[config.mk]
export PLATFORM = sky130hd
export DESIGN_NAME = lane_fifo_alarm_and_timing_trim
export DESIGN_NICKNAME = d
export VERILOG_FILES = /design/src/core/trim_pkg.sv /design/src/core/lane_fifo_alarm_vec.sv /design/src/core/lane_fifo_alarm_and_timing_trim.sv
export VERILOG_INCLUDE_DIRS = /design/src /design/src/core
export SDC_FILE = /design/constraint.sdc
export NUM_CORES = 1
export LEC_CHECK = 0
export BUFFER_PORTS_ARGS = -buffer_cell sky130_fd_sc_hd__buf_2
export CORE_UTILIZATION = 32
export DETAILED_ROUTE_END_ITERATION = 10
export RECOVER_POWER = 100
export SYNTH_ARGS = -nofsm -noshare
export SYNTH_HDL_FRONTEND = slang
export SYNTH_SLANG_ARGS = --single-unit
[constraint.sdc]
create_clock -name SYS_CLK_IN -period 3.35 [get_ports SYS_CLK_IN]
set_clock_uncertainty 0.1 [all_clocks]
set_input_delay 0.335 -clock SYS_CLK_IN [delete_from_list [all_inputs] [get_ports SYS_CLK_IN]]
set_output_delay 0.335 -clock SYS_CLK_IN [all_outputs]
set_load 0.01 [all_outputs]
[src/core/trim_defs.svh]
`ifndef TRIM_DEFS_SVH
`define TRIM_DEFS_SVH

// Register indices; the APB byte address is four times the index.
`define STATUS_IDX 10'h2C1
`define MASK_IDX 10'h2C2
`define LANE_ALM_IDX 10'h2C4
`define TRIM_A_DUAL_IDX 10'h310
`define TRIM_B_DUAL_IDX 10'h313
`define TRIM_A_SINGLE_IDX 10'h314

// Widths.
`define ADDR_W 12
`define IDX_W 10
`define STATUS_W 6
`define LANE_W 16
`define TRIM_W 8
`define OTHER_ALM_W 5

// Reset values.
`define STATUS_RST 6'h3F
`define MASK_RST 6'h3F
`define LANE_ALM_RST 16'hFFFF
`define TRIM_RST 8'h00

// Field positions.
`define FIFO_SUMMARY_ALARM_BIT 5
`define IDX_LSB 2

`endif

[src/core/trim_pkg.sv]
package trim_pkg;

`include "trim_defs.svh"

    typedef struct packed {
        logic psel;
        logic penable;
        logic pwrite;
        logic [`ADDR_W-1:0] paddr;
        logic [31:0] pwdata;
    } apb_req_t;

    typedef struct packed {
        logic pready;
        logic [31:0] prdata;
        logic pslverr;
    } apb_rsp_t;

    typedef enum logic [2:0] {
        REG_NONE,
        REG_STATUS,
        REG_MASK,
        REG_LANE,
        REG_TRIM_A_DUAL,
        REG_TRIM_B_DUAL,
        REG_TRIM_A_SINGLE
    } reg_id_t;

    typedef struct packed {
        logic dual;
        logic fg_cal;
        logic input_b;
    } mode_t;

    typedef struct packed {
        logic [`TRIM_W-1:0] a_dual;
        logic [`TRIM_W-1:0] b_dual;
        logic [`TRIM_W-1:0] a_single;
    } trim_set_t;

    typedef struct packed {
        logic valid;
        logic [`TRIM_W-1:0] value;
    } trim_out_t;

    typedef struct packed {
        logic [`LANE_W-1:0] lane_alarm;
    } lane_state_t;

    typedef struct packed {
        logic [`STATUS_W-1:0] status;
        logic [`STATUS_W-1:0] mask;
        trim_set_t trims;
        logic fuse_done;
        apb_rsp_t rsp;
        trim_out_t a_out;
        trim_out_t b_out;
        logic alarm;
    } main_state_t;

endpackage

[src/core/lane_fifo_alarm_vec.sv]
`timescale 1ns/1ps
`include "trim_defs.svh"

module lane_fifo_alarm_vec
    import trim_pkg::*;
(
    input wire logic clk_in,
    input wire logic rst_in,
    input wire logic [`LANE_W-1:0] lane_err_in,
    input wire logic [`LANE_W-1:0] clr_bits_in,
    input wire logic clr_all_in,
    output logic [`LANE_W-1:0] lane_alarm_out
);

    lane_state_t st_r;
    lane_state_t st_nxt;

    ////////////////////////////////////////////////////////////////////////////
    // Each lane bit clears on a one and sets again while its lane still errs.
    always_comb begin
        st_nxt = st_r;
        for (int i = 0; i < `LANE_W; i++) begin
            if (lane_err_in[i]) begin
                st_nxt.lane_alarm[i] = 1'b1;
            end else if (clr_all_in || clr_bits_in[i]) begin
                st_nxt.lane_alarm[i] = 1'b0;
            end
        end
    end

    always_ff @(posedge clk_in or posedge rst_in) begin
        if (rst_in) begin
            st_r.lane_alarm <= `LANE_ALM_RST;
        end else begin
            st_r <= st_nxt;
        end
    end

    assign lane_alarm_out = st_r.lane_alarm;
endmodule

[src/core/lane_fifo_alarm_and_timing_trim.sv]
`timescale 1ns/1ps
`include "trim_defs.svh"

module lane_fifo_alarm_and_timing_trim
    import trim_pkg::*;
(
    input wire logic SYS_CLK_IN,
    input wire logic RST_IN,
    input wire apb_req_t APB_REQ_IN,
    output apb_rsp_t APB_RSP_OUT,
    input wire logic [`LANE_W-1:0] LANE_FIFO_ERR_IN,
    input wire logic [`OTHER_ALM_W-1:0] OTHER_ALARM_IN,
    input wire trim_set_t FUSE_TRIM_IN,
    input wire mode_t MODE_IN,
    output trim_out_t CORE_A_TRIM_OUT,
    output trim_out_t CORE_B_TRIM_OUT,
    output logic ALARM_OUT
);

    main_state_t st_r;
    main_state_t st_nxt;
    logic [`LANE_W-1:0] lane_alarm;
    logic [`LANE_W-1:0] lane_clr;
    logic clr_all;
    logic wr_done;
    logic rd_done;
    reg_id_t wsel;

    ////////////////////////////////////////////////////////////////////////////
    // Address decode, shared by the read and the write path.
    function automatic reg_id_t reg_decode(input logic [`ADDR_W-1:0] addr);
        reg_id_t id;
        logic [`IDX_W-1:0] idx;
        idx = addr[`ADDR_W-1:`IDX_LSB];
        if (addr[`IDX_LSB-1:0] != 2'h0) begin
            id = REG_NONE;
        end else if (idx == `STATUS_IDX) begin
            id = REG_STATUS;
        end else if (idx == `MASK_IDX) begin
            id = REG_MASK;
        end else if (idx == `LANE_ALM_IDX) begin
            id = REG_LANE;
        end else if (idx == `TRIM_A_DUAL_IDX) begin
            id = REG_TRIM_A_DUAL;
        end else if (idx == `TRIM_B_DUAL_IDX) begin
            id = REG_TRIM_B_DUAL;
        end else if (idx == `TRIM_A_SINGLE_IDX) begin
            id = REG_TRIM_A_SINGLE;
        end else begin
            id = REG_NONE;
        end
        return id;
    endfunction

    // Read data for one register; unused upper bits read as zero.
    function automatic logic [31:0] read_word(
        input reg_id_t id,
        input main_state_t st,
        input logic [`LANE_W-1:0] lanes
    );
        logic [31:0] w;
        w = 32'h00000000;
        case (id)
            REG_STATUS: begin
                w[`STATUS_W-1:0] = st.status;
            end
            REG_MASK: begin
                w[`STATUS_W-1:0] = st.mask;
            end
            REG_LANE: begin
                w[`LANE_W-1:0] = lanes;
            end
            REG_TRIM_A_DUAL: begin
                w[`TRIM_W-1:0] = st.trims.a_dual;
            end
            REG_TRIM_B_DUAL: begin
                w[`TRIM_W-1:0] = st.trims.b_dual;
            end
            REG_TRIM_A_SINGLE: begin
                w[`TRIM_W-1:0] = st.trims.a_single;
            end
            default: begin
                w = 32'h00000000;
            end
        endcase
        return w;
    endfunction

    ////////////////////////////////////////////////////////////////////////////
    // Completed APB transfers and the clear strobes that writes produce.
    assign wsel = reg_decode(APB_REQ_IN.paddr);
    assign wr_done = APB_REQ_IN.psel & APB_REQ_IN.penable & st_r.rsp.pready & APB_REQ_IN.pwrite;
    assign rd_done = APB_REQ_IN.psel & APB_REQ_IN.penable & st_r.rsp.pready & ~APB_REQ_IN.pwrite;
    assign lane_clr = (wr_done && wsel == REG_LANE) ? APB_REQ_IN.pwdata[`LANE_W-1:0]
                                                    : 16'h0000;
    assign clr_all = wr_done && wsel == REG_STATUS && APB_REQ_IN.pwdata[`FIFO_SUMMARY_ALARM_BIT];

    lane_fifo_alarm_vec u_lane_alarm (
        .clk_in(SYS_CLK_IN),
        .rst_in(RST_IN),
        .lane_err_in(LANE_FIFO_ERR_IN),
        .clr_bits_in(lane_clr),
        .clr_all_in(clr_all),
        .lane_alarm_out(lane_alarm)
    );

    ////////////////////////////////////////////////////////////////////////////
    // Next state of the register slice.
    always_comb begin
        logic [`STATUS_W-1:0] st_clr;
        logic [`STATUS_W-1:0] st_set;
        logic single_a;
        st_clr = '0;
        st_set = {|LANE_FIFO_ERR_IN, OTHER_ALARM_IN};
        single_a = 1'b0;
        st_nxt = st_r;

        // Slave answers in the first access cycle; data is prepared in setup.
        st_nxt.rsp.pready = 1'b0;
        st_nxt.rsp.prdata = 32'h00000000;
        st_nxt.rsp.pslverr = 1'b0;
        if (APB_REQ_IN.psel && !APB_REQ_IN.penable) begin
            st_nxt.rsp.pready = 1'b1;
            st_nxt.rsp.prdata = read_word(wsel, st_r, lane_alarm);
            st_nxt.rsp.pslverr = (wsel == REG_NONE);
        end

        // Status bits are write one to clear, with new events winning.
        if (wr_done && wsel == REG_STATUS) begin
            st_clr = APB_REQ_IN.pwdata[`STATUS_W-1:0];
        end
        st_nxt.status = (st_r.status & ~st_clr) | st_set;
        if (wr_done && wsel == REG_MASK) begin
            st_nxt.mask = APB_REQ_IN.pwdata[`STATUS_W-1:0];
        end

        // Factory trims load once after reset; software may overwrite later.
        if (!st_r.fuse_done) begin
            st_nxt.trims = FUSE_TRIM_IN;
            st_nxt.fuse_done = 1'b1;
        end else if (wr_done) begin
            if (wsel == REG_TRIM_A_DUAL) begin
                st_nxt.trims.a_dual = APB_REQ_IN.pwdata[`TRIM_W-1:0];
            end else if (wsel == REG_TRIM_B_DUAL) begin
                st_nxt.trims.b_dual = APB_REQ_IN.pwdata[`TRIM_W-1:0];
            end else if (wsel == REG_TRIM_A_SINGLE) begin
                st_nxt.trims.a_single = APB_REQ_IN.pwdata[`TRIM_W-1:0];
            end
        end

        // Each trim drives only the core and mode it governs.
        single_a = !MODE_IN.dual && MODE_IN.fg_cal && !MODE_IN.input_b;
        st_nxt.a_out.valid = MODE_IN.dual || single_a;
        if (MODE_IN.dual) begin
            st_nxt.a_out.value = st_r.trims.a_dual;
        end else if (single_a) begin
            st_nxt.a_out.value = st_r.trims.a_single;
        end else begin
            st_nxt.a_out.value = `TRIM_RST;
        end
        st_nxt.b_out.valid = MODE_IN.dual && MODE_IN.fg_cal;
        st_nxt.b_out.value = st_nxt.b_out.valid ? st_r.trims.b_dual : `TRIM_RST;

        st_nxt.alarm = |(st_r.status & ~st_r.mask);
    end

    always_ff @(posedge SYS_CLK_IN or posedge RST_IN) begin
        if (RST_IN) begin
            st_r.status <= `STATUS_RST;
            st_r.mask <= `MASK_RST;
            st_r.trims <= {`TRIM_RST, `TRIM_RST, `TRIM_RST};
            st_r.fuse_done <= 1'b0;
            st_r.rsp <= '0;
            st_r.a_out <= '0;
            st_r.b_out <= '0;
            st_r.alarm <= 1'b0;
        end else begin
            st_r <= st_nxt;
        end
    end

    assign APB_RSP_OUT = st_r.rsp;
    assign CORE_A_TRIM_OUT = st_r.a_out;
    assign CORE_B_TRIM_OUT = st_r.b_out;
    assign ALARM_OUT = st_r.alarm;
endmodule

# == Word level (Yosys, flattened, before mapping) ==
# Index checks and enable logic that the tools add are counted.
# totals
regBits,106
input_bits,97
word_cells,162
# op_classes
eq_ne,18
n_mux,55
bitwise_logic,8
reduce_logical,51
# op_table
cell,n
$mux 8,8
$eq 10x10->1 const B,6
$mux 24,2
$pmux 6 s6,1
$mux 34,1
$reduce_bool 2->1,17
$mux 1,32
$mux 16,2
$mux 3,7
$logic_or 1x1->1,17
$reduce_or 16->1,1
$and 6x6->6,2
$not 6->6,2
$eq 3x3->1 const B,3
$logic_and 1x1->1,8
$ne 2x1->1 const B,4
$pmux 2 s4,1
$eq 3x2->1 const B,2
$mux 6,1
$or 6x6->6,1
$reduce_or 6->1,1
$ne 2x2->1 const B,2
$reduce_and 4->1,1
$and 1x1->1,3
5 further kinds,7

# == Logic depth before layout (Yosys ltp) ==
# Gate-level depths: netlist of the first run.
# depth
ltp_word,14
depth_mapped,8
depth_no_buf,6

# == Cells and area by module ==
# A second synthesis of the first run with hierarchy kept.
# hier_totals
hier_cells,491
area_unflattened_um2,4873.4
# by_module_without_submodules
mod,instances,cells_each,area_each_um2,seq_area_each_um2
lane_fifo_alarm_and_timing_trim,1,440,4237.8,1866.8
lane_fifo_alarm_vec,1,51,635.6,420.4

# == Least setup slack after synthesis of the first run ==
# OpenSTA, ideal clock, no wires.
# synth_timing
kind,input -> register
start,in APB_REQ_IN[39] (netlist name)
end,reg st_r[61] (netlist name)
setup_time_ps,137
arrival_ps,1934
t_required_ps,3113
slack_ps,1179
stages,8
n_path_buf,2
path_cell_list,or3b_1 > buf_6 > a211o_4 > buf_4 > nor2_4 > nand2_2 > mux2i_1 > a21oi_1
# synth_via
elab_chain_len,11
word_cells_on_any_way,20
# synth_lines
element,line,text
from (decl),lane_fifo_alarm_and_timing_trim.sv:9,"input wire apb_req_t APB_REQ_IN,"
$eq 10x10->1 (no line),n/a,
$mux 3,lane_fifo_alarm_and_timing_trim.sv:47,end else if (idx == `TRIM_A_SINGLE_IDX) begin
$mux 3,lane_fifo_alarm_and_timing_trim.sv:45,end else if (idx == `TRIM_B_DUAL_IDX) begin
$mux 3,lane_fifo_alarm_and_timing_trim.sv:43,end else if (idx == `TRIM_A_DUAL_IDX) begin
$mux 3,lane_fifo_alarm_and_timing_trim.sv:41,end else if (idx == `LANE_ALM_IDX) begin
$mux 3,lane_fifo_alarm_and_timing_trim.sv:39,end else if (idx == `MASK_IDX) begin
$mux 3 *,lane_fifo_alarm_and_timing_trim.sv:37,end else if (idx == `STATUS_IDX) begin
$mux 3 *,lane_fifo_alarm_and_timing_trim.sv:35,if (addr[`IDX_LSB-1:0] != 2'h0) begin
$eq 3x3->1 (on tied branches),"lane_fifo_alarm_and_timing_trim.sv:146, lane_fifo_alarm_and_timing_trim.sv:142, lane_fifo_alarm_and_timing_trim.sv:144",
$ne 2x1->1 (no line) or $ne 2x2->1 (tied branches),n/a,
$reduce_and 4->1 (no line) *,n/a,
to (signal assigned),lane_fifo_alarm_and_timing_trim.sv:178,st_r <= st_nxt;
to (decl),lane_fifo_alarm_and_timing_trim.sv:20,main_state_t st_r;
# Every way passes the cells marked *; elsewhere a longest branch is shown, timed or not.
# A chain may end at the register's enable or synchronous reset.

# == Worst setup path in the final report of the first run ==
# layout_timing
start,in APB_REQ_IN[39] (netlist name)
end,"reg, netlist name u_lane_alarm.lane_alarm_out[1]"
# layout_via
elab_chain_len,13
word_cells_on_any_way,21
# layout_lines
element,line,text
$eq 10x10->1 (no line),n/a,
$mux 3,lane_fifo_alarm_and_timing_trim.sv:47,
$mux 3,lane_fifo_alarm_and_timing_trim.sv:45,
$mux 3,lane_fifo_alarm_and_timing_trim.sv:43,
$mux 3,lane_fifo_alarm_and_timing_trim.sv:41,
$mux 3,lane_fifo_alarm_and_timing_trim.sv:39,
$mux 3 *,lane_fifo_alarm_and_timing_trim.sv:37,
$mux 3 *,lane_fifo_alarm_and_timing_trim.sv:35,
$eq 3x2->1 or $eq 3x1->1 (tied branches),"lane_fifo_alarm_and_timing_trim.sv:94, lane_fifo_alarm_and_timing_trim.sv:96",
$logic_and 1x1->1 (on tied branches),"lane_fifo_alarm_and_timing_trim.sv:94, lane_fifo_alarm_and_timing_trim.sv:96",
$mux 16 or $logic_and 1x1->1 (tied branches),"lane_fifo_alarm_and_timing_trim.sv:94, lane_fifo_alarm_and_timing_trim.sv:96",
$logic_or 1x1->1 *,lane_fifo_alarm_vec.sv:25,end else if (clr_all_in || clr_bits_in[i]) begin
$reduce_bool 2->1 (no line) *,n/a,
# Marks and branches as above.

==> results of run 1 <==
## state kept, by name, indices dropped and copies added (netlist names)
| name | cells |
|---|---|
| st_r | 37 |
| u_lane_alarm.lane_alarm_out | 16 |
| ALARM_OUT | 1 |
| CORE_A_TRIM_OUT | 9 |
| CORE_B_TRIM_OUT | 9 |
| APB_RSP_OUT | 18 |
## final timing paths
check                                        from                              to  slack (ns)  cells after the start
worst max-delay path               APB_REQ_IN[39]  u_lane_alarm.lane_alarm_out[1]        0.63                      6
worst min-delay path            OTHER_ALARM_IN[1]                        st_r[85]        0.07                      2
worst max register to register    APB_RSP_OUT[33]  u_lane_alarm.lane_alarm_out[1]        1.09                      5
worst min register to register           st_r[87]                        st_r[87]        0.41                      1
max in group asynchronous                  RST_IN              CORE_B_TRIM_OUT[0]        1.03                      2
min in group asynchronous                  RST_IN                 APB_RSP_OUT[10]        0.72                      2
## critical path, delay by kind of cell
kind,cells,cell delay [ns]
and+or+nand+nor,4,2.17
AOI/OAI and AO/OA,1,0.28
buffers and inverters,1,0.09
## where the power goes
group          internal, mW  leakage (nW)  switching [mW]
Clock                 0.510         0.126           0.439
Combinational        0.0820          1.24           0.128
Sequential             1.13          1.06          0.0362
## cell families (layout without fill, tap and decap cells)
family / after synthesis / in the layout / synth area share [%]
buffers and inverters: 79 / 148 / 11.3
DFF: 90 / 90 / 48.7
muxes: 35 / 35 / 7.67
other: 2 / 17 / 0.160
xor gates and xnor gates: 1 / 1 / 0.186
AOI/OAI and AO/OA: 96 / 96 / 14.2
and+or+nand+nor: 149 / 149 / 17.8
## stage by stage
step	setup slack, ns	hold WS [ns]	utilization (%)	instances	area (um^2)
after detailed placement	0.688	0.405	36.4	700	5120
after global routing	0.480	0.0703	37.5	716	5290
after CTS	1.04	0.0642	38.3	716	5400
final	0.626	0.0705	37.5	716	5290
after floorplan	0.626	0.328	-	467	4750
after global placement	0.738	0.401	36.4	700	5120
## cell type report
class                           count  area share, %
Tap cell                          180           4.26
Inverter                           10          0.709
Multi-Input combinational cell    298           35.6
Sequential cell                    90           43.2
Timing Repair Buffer              122           10.9
Clock buffer                       10           4.33
Clock inverter                      6          0.922
## cells in the mapped netlist (2+ instances only)
library cell	number	share of area [%]
a211o_1	2	0.37
a21o_1	7	1.1
a21oi_1	34	3.6
a22o_1	3	0.56
a31o_1	10	1.9
a31o_2	6	1.1
and2_1	9	1.2
and3_1	9	1.2
and4bb_2	2	0.53
buf_2	3	0.32
buf_4	53	8.5
buf_6	4	0.96
clkbuf_1	8	0.64
conb_1	2	0.16
dfrtp_1	62	33
dfstp_2	28	16
inv_1	10	0.80
mux2_2	8	1.9
mux2i_1	27	5.8
nand2_1	59	4.7
nand2_2	2	0.27
nand2b_1	2	0.27
nand3_1	6	0.64
nand4_1	3	0.40
nor2_1	29	2.3
nor3_1	2	0.21
nor4_1	4	0.53
nor4_4	3	1.4
o211ai_1	8	1.3
o21ai_0	10	1.1
o21ai_1	2	0.21
o21bai_1	2	0.32
or2_2	4	0.53
## metal layers
metal	part of all wire [%]	routed length [um]
met1	44	5270
met5	0	0
met2	48	5860
met3	5.3	641
met4	2.8	335
==> reports/qor.csv, run 1 <==
stage,metric,value,unit
run_status,status,"finished, violations left",
run_status,violations,"capacitance limit, slew limit",
yosys,avgSynthCellArea,10.4,um^2
grt,grt_pass1_vias,3594,
power_and_ir_drop,p_leak,2.43,nW
finish,drive_gt1_share,28.0,%
clock_network,clockBufferDepth,2,
clock_network,cts_buffers,9,
floorplan,dieArea,0.0152,mm^2
finish,final_common_cell,buf_2,
timing,final-max-slew-violation-count,62,
yosys,ys_types,62,
setup_path,path_cells,buf_2 > or3b_1 > or2_0 > nor3_2 > nand2_1 > a31o_2,
worst_hold_path,hold_path_class,input pin to flop,
setup_path,start_kind,input pin,
grt,grtUsageMet3,2.95,%
grt,grt.busiest_layer,met2,
route,wirelength,12100,um
yosys,syn_inst,452,
clock_network,clkSinkCount,90,
placement,hpwl,9060,um
power_and_ir_drop,powerDensity,440,mW/mm^2
clock_network,htree_levels,3,
setup_path,cp_max_fo,16,
finish,final_cell_mix,"buf_2, dfrtp_1, nand2_1",
setup_path,crit_slowest_cell,nor3_2,
route,drc,0,
grt,overflow,0,
yosys,ys_seq_area_share,48.7,%
finish,diodes,0,
grt,grt_first_pass_wirelength,18900,um
finish,multi_input_comb_area,0.00188,mm^2
timing,final_hold_viol_count,0,
timing,period_share,81.3,%
grt,grt_max_degree,63,
floorplan,fp.dieW,123,um
setup_path,critPathKind,input pin to flop,
setup_path,required,3.52,ns
clock_network,cts-resized-gates,0,
route,route.detailed.wl_per_inst,16.9,um
route,firstDrtPassIters,4,
timing,finalSetupViolations,0,
route,drt.antenna.violating_nets,0,
timing,rsz0062_at_grt,false,
placement,place_congestion,0.861,
placement,io_buffers,117,
finish,register_area,0.00229,mm^2
clock_network,path_clk_slew,0.07,ns
floorplan,core,0.0141,mm^2
timing,slew_headroom,-61.4,%
floorplan,ioPinCount,150,
yosys,synth_top_flop_cell,dfrtp_1,
yosys,synth_area,0.00470,mm^2
setup_path,crit_arrival,2.89,ns
yosys,synth_seq_cells,90,
route,first_iter_violations,197,
setup_path,end_kind,flop,
route,vias,3530,
timing,fin_crit,2.72,ns
power_and_ir_drop,vdd_drop_max,214,uV
timing,fmax,367,MHz
clock_network,cts_hold_buf,0,
clock_network,clkLatencyLatePin,0.34,ns
clock_network,ctsRootBufferMaster,clkbuf_16,
finish,fillers,1481,
finish,nNetsFinal,628,
floorplan,die_y,123,um
clock_network,post-cts-setup-buffer-count,0,
grt,use_met2,26.5,%
power_and_ir_drop,total_power,2.33,mW
floorplan,initial_utilization,33.3,%
grt,antenna_found_initial,0,
yosys,yosys_warnings,0,
route,viasPerCell,4.93,
floorplan,fp-row-count,43,
clock_network,tritoncts,yes,
job,max_cap_violations,1,
finish,syn2layout_area_growth,12.6,%
timing,tightest_slew,2.42,ns
grt,gr-usage-all-layers,16.5,%
timing,fin_setup_tns,0,ns
yosys,async_reset_ff_share,100,%
yosys,synth_edf_count,0,
setup_path,max_stage_delay,0.91,ns
grt,grt_util_met1,21.6,%
No activity file was read; power rests on OpenSTA's default activity.
==> run 2: changes to the inputs <==
==> constraint.sdc (replaced) <==
create_clock -name SYS_CLK_IN -period 2.4 [get_ports SYS_CLK_IN]
set_clock_uncertainty 0.1 [all_clocks]
set_input_delay 0.24 -clock SYS_CLK_IN [delete_from_list [all_inputs] [get_ports SYS_CLK_IN]]
set_output_delay 0.24 -clock SYS_CLK_IN [all_outputs]
set_load 0.01 [all_outputs]
==> reports/qor.csv, run 2 (synthesis results as in run 1) <==
stage,metric,value,unit,change
floorplan,dieArea,0.0152,mm^2,unchanged
timing,slew_headroom,2.48,%,was -61.4%
clock_network,cts_buffers,9,,unchanged
setup_path,end_kind,flop,,unchanged
worst_hold_path,holdCritStartpoint,LANE_FIFO_ERR_IN[8],,was OTHER_ALARM_IN[1]
timing,final-max-slew-violation-count,0,,was 62
clock_network,ctsRootBufferMaster,clkbuf_16,,unchanged
clock_network,post-cts-setup-buffer-count,0,,unchanged
setup_path,crit_buf_inv,2,,was 1
worst_hold_path,holdPathEnd,u_lane_alarm.lane_alarm_out[8],,was st_r[85]
finish,largest_register,st_r,,unchanged
clock_network,path_clk_slew,0.07,ns,about the same
route,vias,3583,,was 3530
route,route.detailed.wl_per_inst,16.5,um,was 16.9 um
clock_network,tritoncts,yes,,unchanged
finish,drive_gt1_share,30.9,%,was 28.0%
power_and_ir_drop,total_power,3.39,mW,was 2.33 mW
clock_network,clkSinkCount,90,,unchanged
clock_network,htree_levels,3,,unchanged
setup_path,rr_startpoint,APB_RSP_OUT[33],,unchanged
finish,final_cell_mix,"buf_2, dfrtp_1, nand2_1",,unchanged
power_and_ir_drop,p_leak,2.56,nW,was 2.43 nW
finish,diodes,0,,unchanged
power_and_ir_drop,powerDensity,616,mW/mm^2,was 440 mW/mm^2
placement,hpwl,9160,um,was 9060 um
finish,nNetsFinal,646,,was 628
grt,grt_first_pass_wirelength,18900,um,about the same
finish,final_cell_area,0.00550,mm^2,was 0.00529 mm^2
setup_path,r2r_end,u_lane_alarm.lane_alarm_out[3],,was u_lane_alarm.lane_alarm_out[1]
placement,place_congestion,0.844,,was 0.861
job,max_cap_violations,0,,was 1
grt,grt_pass1_vias,3661,,was 3594
placement,dp_worst_setup_slack,-0.00169,ns,was 0.688 ns
route,first_iter_violations,193,,was 197
floorplan,die_y,123,um,unchanged
placement,dpl_cell_area,0.00524,mm^2,was 0.00512 mm^2
timing,holdWs,0.00924,ns,was 0.0705 ns
timing,finalSetupViolations,0,,unchanged
timing,fin_ws,0.240,ns,was 0.626 ns
grt,antenna_found_initial,0,,unchanged
grt,overflow,0,,unchanged
route,drc,0,,unchanged
setup_path,r2r_cells,5,,unchanged
timing,final_hold_viol_count,0,,unchanged
placement,io_buffers,117,,unchanged
setup_path,cp_max_fo,7,,was 16
route,wirelength,12100,um,about the same
setup_path,start_kind,input pin,,unchanged
floorplan,core,0.0141,mm^2,unchanged
setup_path,path_cells,buf_2 > or3b_1 > a211o_4 > nor4_4 > clkbuf_1 > a22o_1 > nand2_1 > a21oi_1,,was buf_2 > or3b_1 > or2_0 > nor3_2 > nand2_1 > a31o_2
timing,rsz0062_at_grt,false,,unchanged
floorplan,initial_utilization,33.3,%,unchanged
worst_hold_path,hold_depth,2,,unchanged
setup_path,crit_family,simple AND/OR/NAND/NOR gates,,unchanged
grt,gr-usage-all-layers,16.6,%,was 16.5%
power_and_ir_drop,vdd_drop_max,324,uV,was 214 uV
floorplan,fp-row-count,43,,unchanged
grt,grt_max_degree,60,,was 63
floorplan,ioPinCount,150,,unchanged
timing,fin_crit,2.16,ns,
run_status,status,completed,,"was finished, violations left"
setup_path,crit_arrival,2.31,ns,was 2.89 ns
timing,fmax,463,MHz,
setup_path,critPathKind,input pin to flop,,unchanged
floorplan,fp.dieW,123,um,unchanged
setup_path,max_stage_delay,0.50,ns,was 0.91 ns
finish,largest_register_ff_count,37,,unchanged
route,viasPerCell,4.88,,was 4.93
clock_network,clkLatencyLatePin,0.34,ns,about the same
route,drt.antenna.violating_nets,0,,unchanged
worst_hold_path,hold_path_class,input pin to flop,,unchanged
setup_path,required,2.55,ns,was 3.52 ns
route,firstDrtPassIters,4,,unchanged
setup_path,r2r_setup_slack,0.40,ns,was 1.09 ns
clock_network,clockBufferDepth,2,,unchanged
setup_path,crit_slowest_cell,or3b_1,,was nor3_2
timing,period_share,90.0,%,
timing,tightest_slew,1.46,ns,was 2.42 ns
finish,fin_util,39.0,%,was 37.5%
finish,final_common_cell,buf_2,,unchanged
clock_network,cts-resized-gates,0,,unchanged
finish,syn2layout_area_growth,17.1,%,was 12.6%
[run 2: timing repair]
item	in CTS	in global routing
endpoints found under the setup margin	0	0
hold buffers	5	0
endpoints found under the hold margin	26	0
[run 2: stage by stage]
stage                     TNS [ns]  instances
after floorplan                  0        467
after global placement           0        713
after detailed placement  -0.00169        713
after CTS                        0        734
after global routing             0        734
final                            0        734
[run 2: how the worst max path moves through the flow]
stage / to / slack (ns) / from / cells after the start
floorplan: st_r[61] / 0.32 / APB_REQ_IN[39] / 8
detailed placement: u_lane_alarm.lane_alarm_out[3] / -0.002 / APB_REQ_IN[43] / 8
global placement: u_lane_alarm.lane_alarm_out[9] / 0.08 / APB_REQ_IN[40] / 7
CTS: u_lane_alarm.lane_alarm_out[3] / 0.28 / APB_RSP_OUT[33] / 5
finish: APB_RSP_OUT[6] / 0.24 / APB_REQ_IN[37] / 8
global route: CORE_A_TRIM_OUT[7] / 0.13 / RST_IN / 4
[run 2: power breakdown]
group | internal, mW | total (mW) | switching (mW)
Sequential | 1.58 | 1.62 | 0.0441
Clock | 0.850 | 1.46 | 0.607
Combinational | 0.123 | 0.308 | 0.186
Total | 2.55 | 3.39 | 0.837
[run 2: layout make-up]
class                   instances  area (um^2)
fillers                      1447         8590
repair buffers                140          731
clock inverters                 6         72.6
flip-flops and latches         90         2290
multi-input cells             298         1910
clock buffers                  10          239
well taps                     180          225
inverters                      10         41.3
[run 2: worst register-to-register path, delay by kind of cell (launching register included)]
family / cells / cell delay [ns]
AND/OR/NAND/NOR: 4 / 1.20
AO/OA/AOI/OAI: 1 / 0.29
flip-flops: 1 / 0.34
[run 2: metal layers]
metal	vias up	part of all wire, %	track usage [%]
met2	107	49	27.5
met3	18	5.5	3.32
li1	1707	-	-
met4	0	2.4	6.63
met5	-	0	0
met1	1751	43	21.1
==> run 3: changes to the inputs <==
--- a/config.mk
+++ b/config.mk
@@ -10,6 +10,7 @@
 export CORE_UTILIZATION = 32
 export DETAILED_ROUTE_END_ITERATION = 10
 export RECOVER_POWER = 100
+export REMOVE_ABC_BUFFERS = 1
 export SYNTH_ARGS = -nofsm -noshare
 export SYNTH_HDL_FRONTEND = slang
 export SYNTH_SLANG_ARGS = --single-unit
==> reports/qor.csv, run 3 (synthesis results as in run 1) <==
stage,metric,value,unit,change
timing,holdWs,0.0176,ns,was 0.00924 ns
setup_path,crit_arrival,2.29,ns,was 2.31 ns
clock_network,clkSinkCount,90,,unchanged
placement,dp_worst_setup_slack,0.0536,ns,was -0.00169 ns
route,wirelength,12000,um,was 12100 um
floorplan,dieArea,0.0152,mm^2,unchanged
placement,io_buffers,117,,unchanged
finish,final_common_cell,buf_2,,unchanged
power_and_ir_drop,vdd_drop_max,277,uV,was 324 uV
setup_path,required,2.56,ns,was 2.55 ns
timing,fin_setup_tns,0,ns,unchanged
setup_path,max_stage_delay,0.50,ns,about the same
floorplan,core,0.0141,mm^2,unchanged
run_status,status,completed,,unchanged
clock_network,clkLatencyLatePin,0.33,ns,was 0.34 ns
finish,nNetsFinal,645,,was 646
floorplan,ioPinCount,150,,unchanged
finish,final_cell_mix,"buf_2, dfrtp_1, nand2_1",,unchanged
route,route.detailed.wl_per_inst,16.4,um,was 16.5 um
setup_path,path_cells,buf_2 > or3b_1 > clkbuf_1 > a211oi_4 > buf_12 > nor4_4 > nand2_2 > a31o_2,,was buf_2 > or3b_1 > a211o_4 > nor4_4 > clkbuf_1 > a22o_1 > nand2_1 > a21oi_1
finish,largest_register_ff_count,37,,unchanged
setup_path,cp_max_fo,17,,was 7
grt,grt_first_pass_wirelength,18800,um,was 18900 um
setup_path,crit_family,simple AND/OR/NAND/NOR gates,,unchanged
timing,slew_headroom,18.2,%,was 2.48%
finish,diodes,0,,unchanged
route,vias,3555,,was 3583
timing,fin_crit,2.13,ns,was 2.16 ns
timing,tightest_slew,1.23,ns,was 1.46 ns
setup_path,end_kind,flop,,unchanged
setup_path,start_kind,input pin,,unchanged
finish,fin_cells,733,,was 734
route,drt.antenna.violating_nets,0,,unchanged
finish,syn2layout_area_growth,16.4,%,was 17.1%
timing,finalSetupViolations,0,,unchanged
job,max_cap_violations,0,,unchanged
route,first_iter_violations,139,,was 193
power_and_ir_drop,powerDensity,599,mW/mm^2,was 616 mW/mm^2
grt,gr-usage-all-layers,16.5,%,was 16.6%
grt,grt_pass1_vias,3601,,was 3661
setup_path,crit_slowest_cell,nor4_4,,was or3b_1
timing,fin_ws,0.272,ns,was 0.240 ns
floorplan,fp-row-count,43,,unchanged
timing,final_hold_viol_count,0,,unchanged
worst_hold_path,hold_path_class,input pin to flop,,unchanged
timing,fmax,470,MHz,was 463 MHz
setup_path,crit_buf_inv,3,,was 2
route,firstDrtPassIters,4,,unchanged
clock_network,htree_levels,3,,unchanged
clock_network,path_clk_slew,0.06,ns,was 0.07 ns
timing,rsz0062_at_grt,false,,unchanged
floorplan,initial_utilization,33.3,%,unchanged
route,drc,0,,unchanged
floorplan,fp.dieW,123,um,unchanged
grt,antenna_found_initial,0,,unchanged
worst_hold_path,holdCritStartpoint,OTHER_ALARM_IN[2],,was LANE_FIFO_ERR_IN[8]
placement,place_congestion,0.808,,was 0.844
setup_path,r2r_setup_slack,0.31,ns,was 0.40 ns
setup_path,r2r_cells,5,,unchanged
clock_network,cts_buffers,9,,unchanged
clock_network,post-cts-setup-buffer-count,0,,unchanged
grt,grt_max_degree,91,,was 60
placement,hpwl,8890,um,was 9160 um
placement,dpl_cell_area,0.00522,mm^2,was 0.00524 mm^2
route,viasPerCell,4.85,,was 4.88
timing,period_share,88.7,%,was 90.0%
finish,final_cell_area,0.00547,mm^2,was 0.00550 mm^2
setup_path,critPathKind,input pin to flop,,unchanged
worst_hold_path,hold_depth,2,,unchanged
grt,overflow,0,,unchanged
placement,dp_cells,711,,was 713
clock_network,ctsRootBufferMaster,clkbuf_16,,unchanged
setup_path,r2r_end,u_lane_alarm.lane_alarm_out[9],,was u_lane_alarm.lane_alarm_out[3]
floorplan,die_y,123,um,unchanged
setup_path,rr_startpoint,APB_RSP_OUT[33],,unchanged
finish,largest_register,st_r,,unchanged
finish,drive_gt1_share,30.6,%,was 30.9%
finish,fillers,1443,,was 1447
worst_hold_path,holdPathEnd,st_r[86],,was u_lane_alarm.lane_alarm_out[8]
timing,final-max-slew-violation-count,0,,unchanged
clock_network,tritoncts,yes,,unchanged
clock_network,clockBufferDepth,2,,unchanged
power_and_ir_drop,p_leak,2.53,nW,was 2.56 nW
## run 3: cell count changes in the layout (fill, tap and decap cells not counted), sizes merged
cell	previous run	this run
clkbuf	54	51
buf	91	93
bufinv	1	0
clkinvlp	1	2
dlygate4sd3	5	6
inv	12	11
## run 3: cell type report
| cell class | count | area (um^2) | area share, % |
|---|---|---|---|
| Sequential cell | 90 | 2290 | 41.8 |
| Multi-Input combinational cell | 298 | 1900 | 34.8 |
| Timing Repair Buffer | 139 | 727 | 13.3 |
| Clock buffer | 11 | 253 | 4.62 |
| Tap cell | 180 | 225 | 4.12 |
| Inverter | 10 | 38.8 | 0.709 |
| Clock inverter | 5 | 35.0 | 0.640 |
## run 3: layer usage
metal  GRT usage, %  share of wire (%)  vias to the layer above
met4           4.37               0.92                        0
li1               -                  -                     1707
met5              0                  0                        -
met2           28.6                 49                       94
met3           2.86                4.5                       12
met1           21.0                 46                     1742
## run 3: stage by stage
step	utilization [%]	power, mW
final	38.8	3.27
after global routing	38.8	3.43
after CTS	39.5	3.34
after detailed placement	37.0	1.96
after global placement	37.0	1.95
after floorplan	-	1.78
## run 3: worst max path at each step
stage,startpoint,to,slack (ns),depth (start not counted)
2_1_floorplan,RST_IN,ALARM_OUT,-0.23,1
6_report,APB_REQ_IN[43],u_lane_alarm.lane_alarm_out[9],0.27,8
3_5_place_dp,APB_REQ_IN[43],u_lane_alarm.lane_alarm_out[3],0.05,8
3_3_place_gp,APB_REQ_IN[39],APB_RSP_OUT[6],0.08,8
5_1_grt,APB_REQ_IN[42],st_r[77],0.15,7
4_1_cts,APB_RSP_OUT[33],u_lane_alarm.lane_alarm_out[9],0.38,5
## run 3: power by group
| group | switching, mW | internal (mW) | total, mW | leakage (nW) |
|---|---|---|---|---|
| sequential | 0.0405 | 1.58 | 1.62 | 1.06 |
| clock | 0.588 | 0.762 | 1.35 | 0.142 |
| combinational | 0.182 | 0.122 | 0.304 | 1.33 |
## run 3: what timing repair did
| action | in CTS | in global routing |
|---|---|---|
| hold buffers | 6 | 0 |
| resized for setup | 0 | 0 |
| hold endpoints to repair | 67 | 0 |
## run 3: worst register-to-register path: stages (launching register included)
cell     delay (ns)
dfrtp_1        0.35
and4_1         0.22
nand2_1        0.11
nor4_4         0.55
nand2_2        0.35
a31o_2         0.33
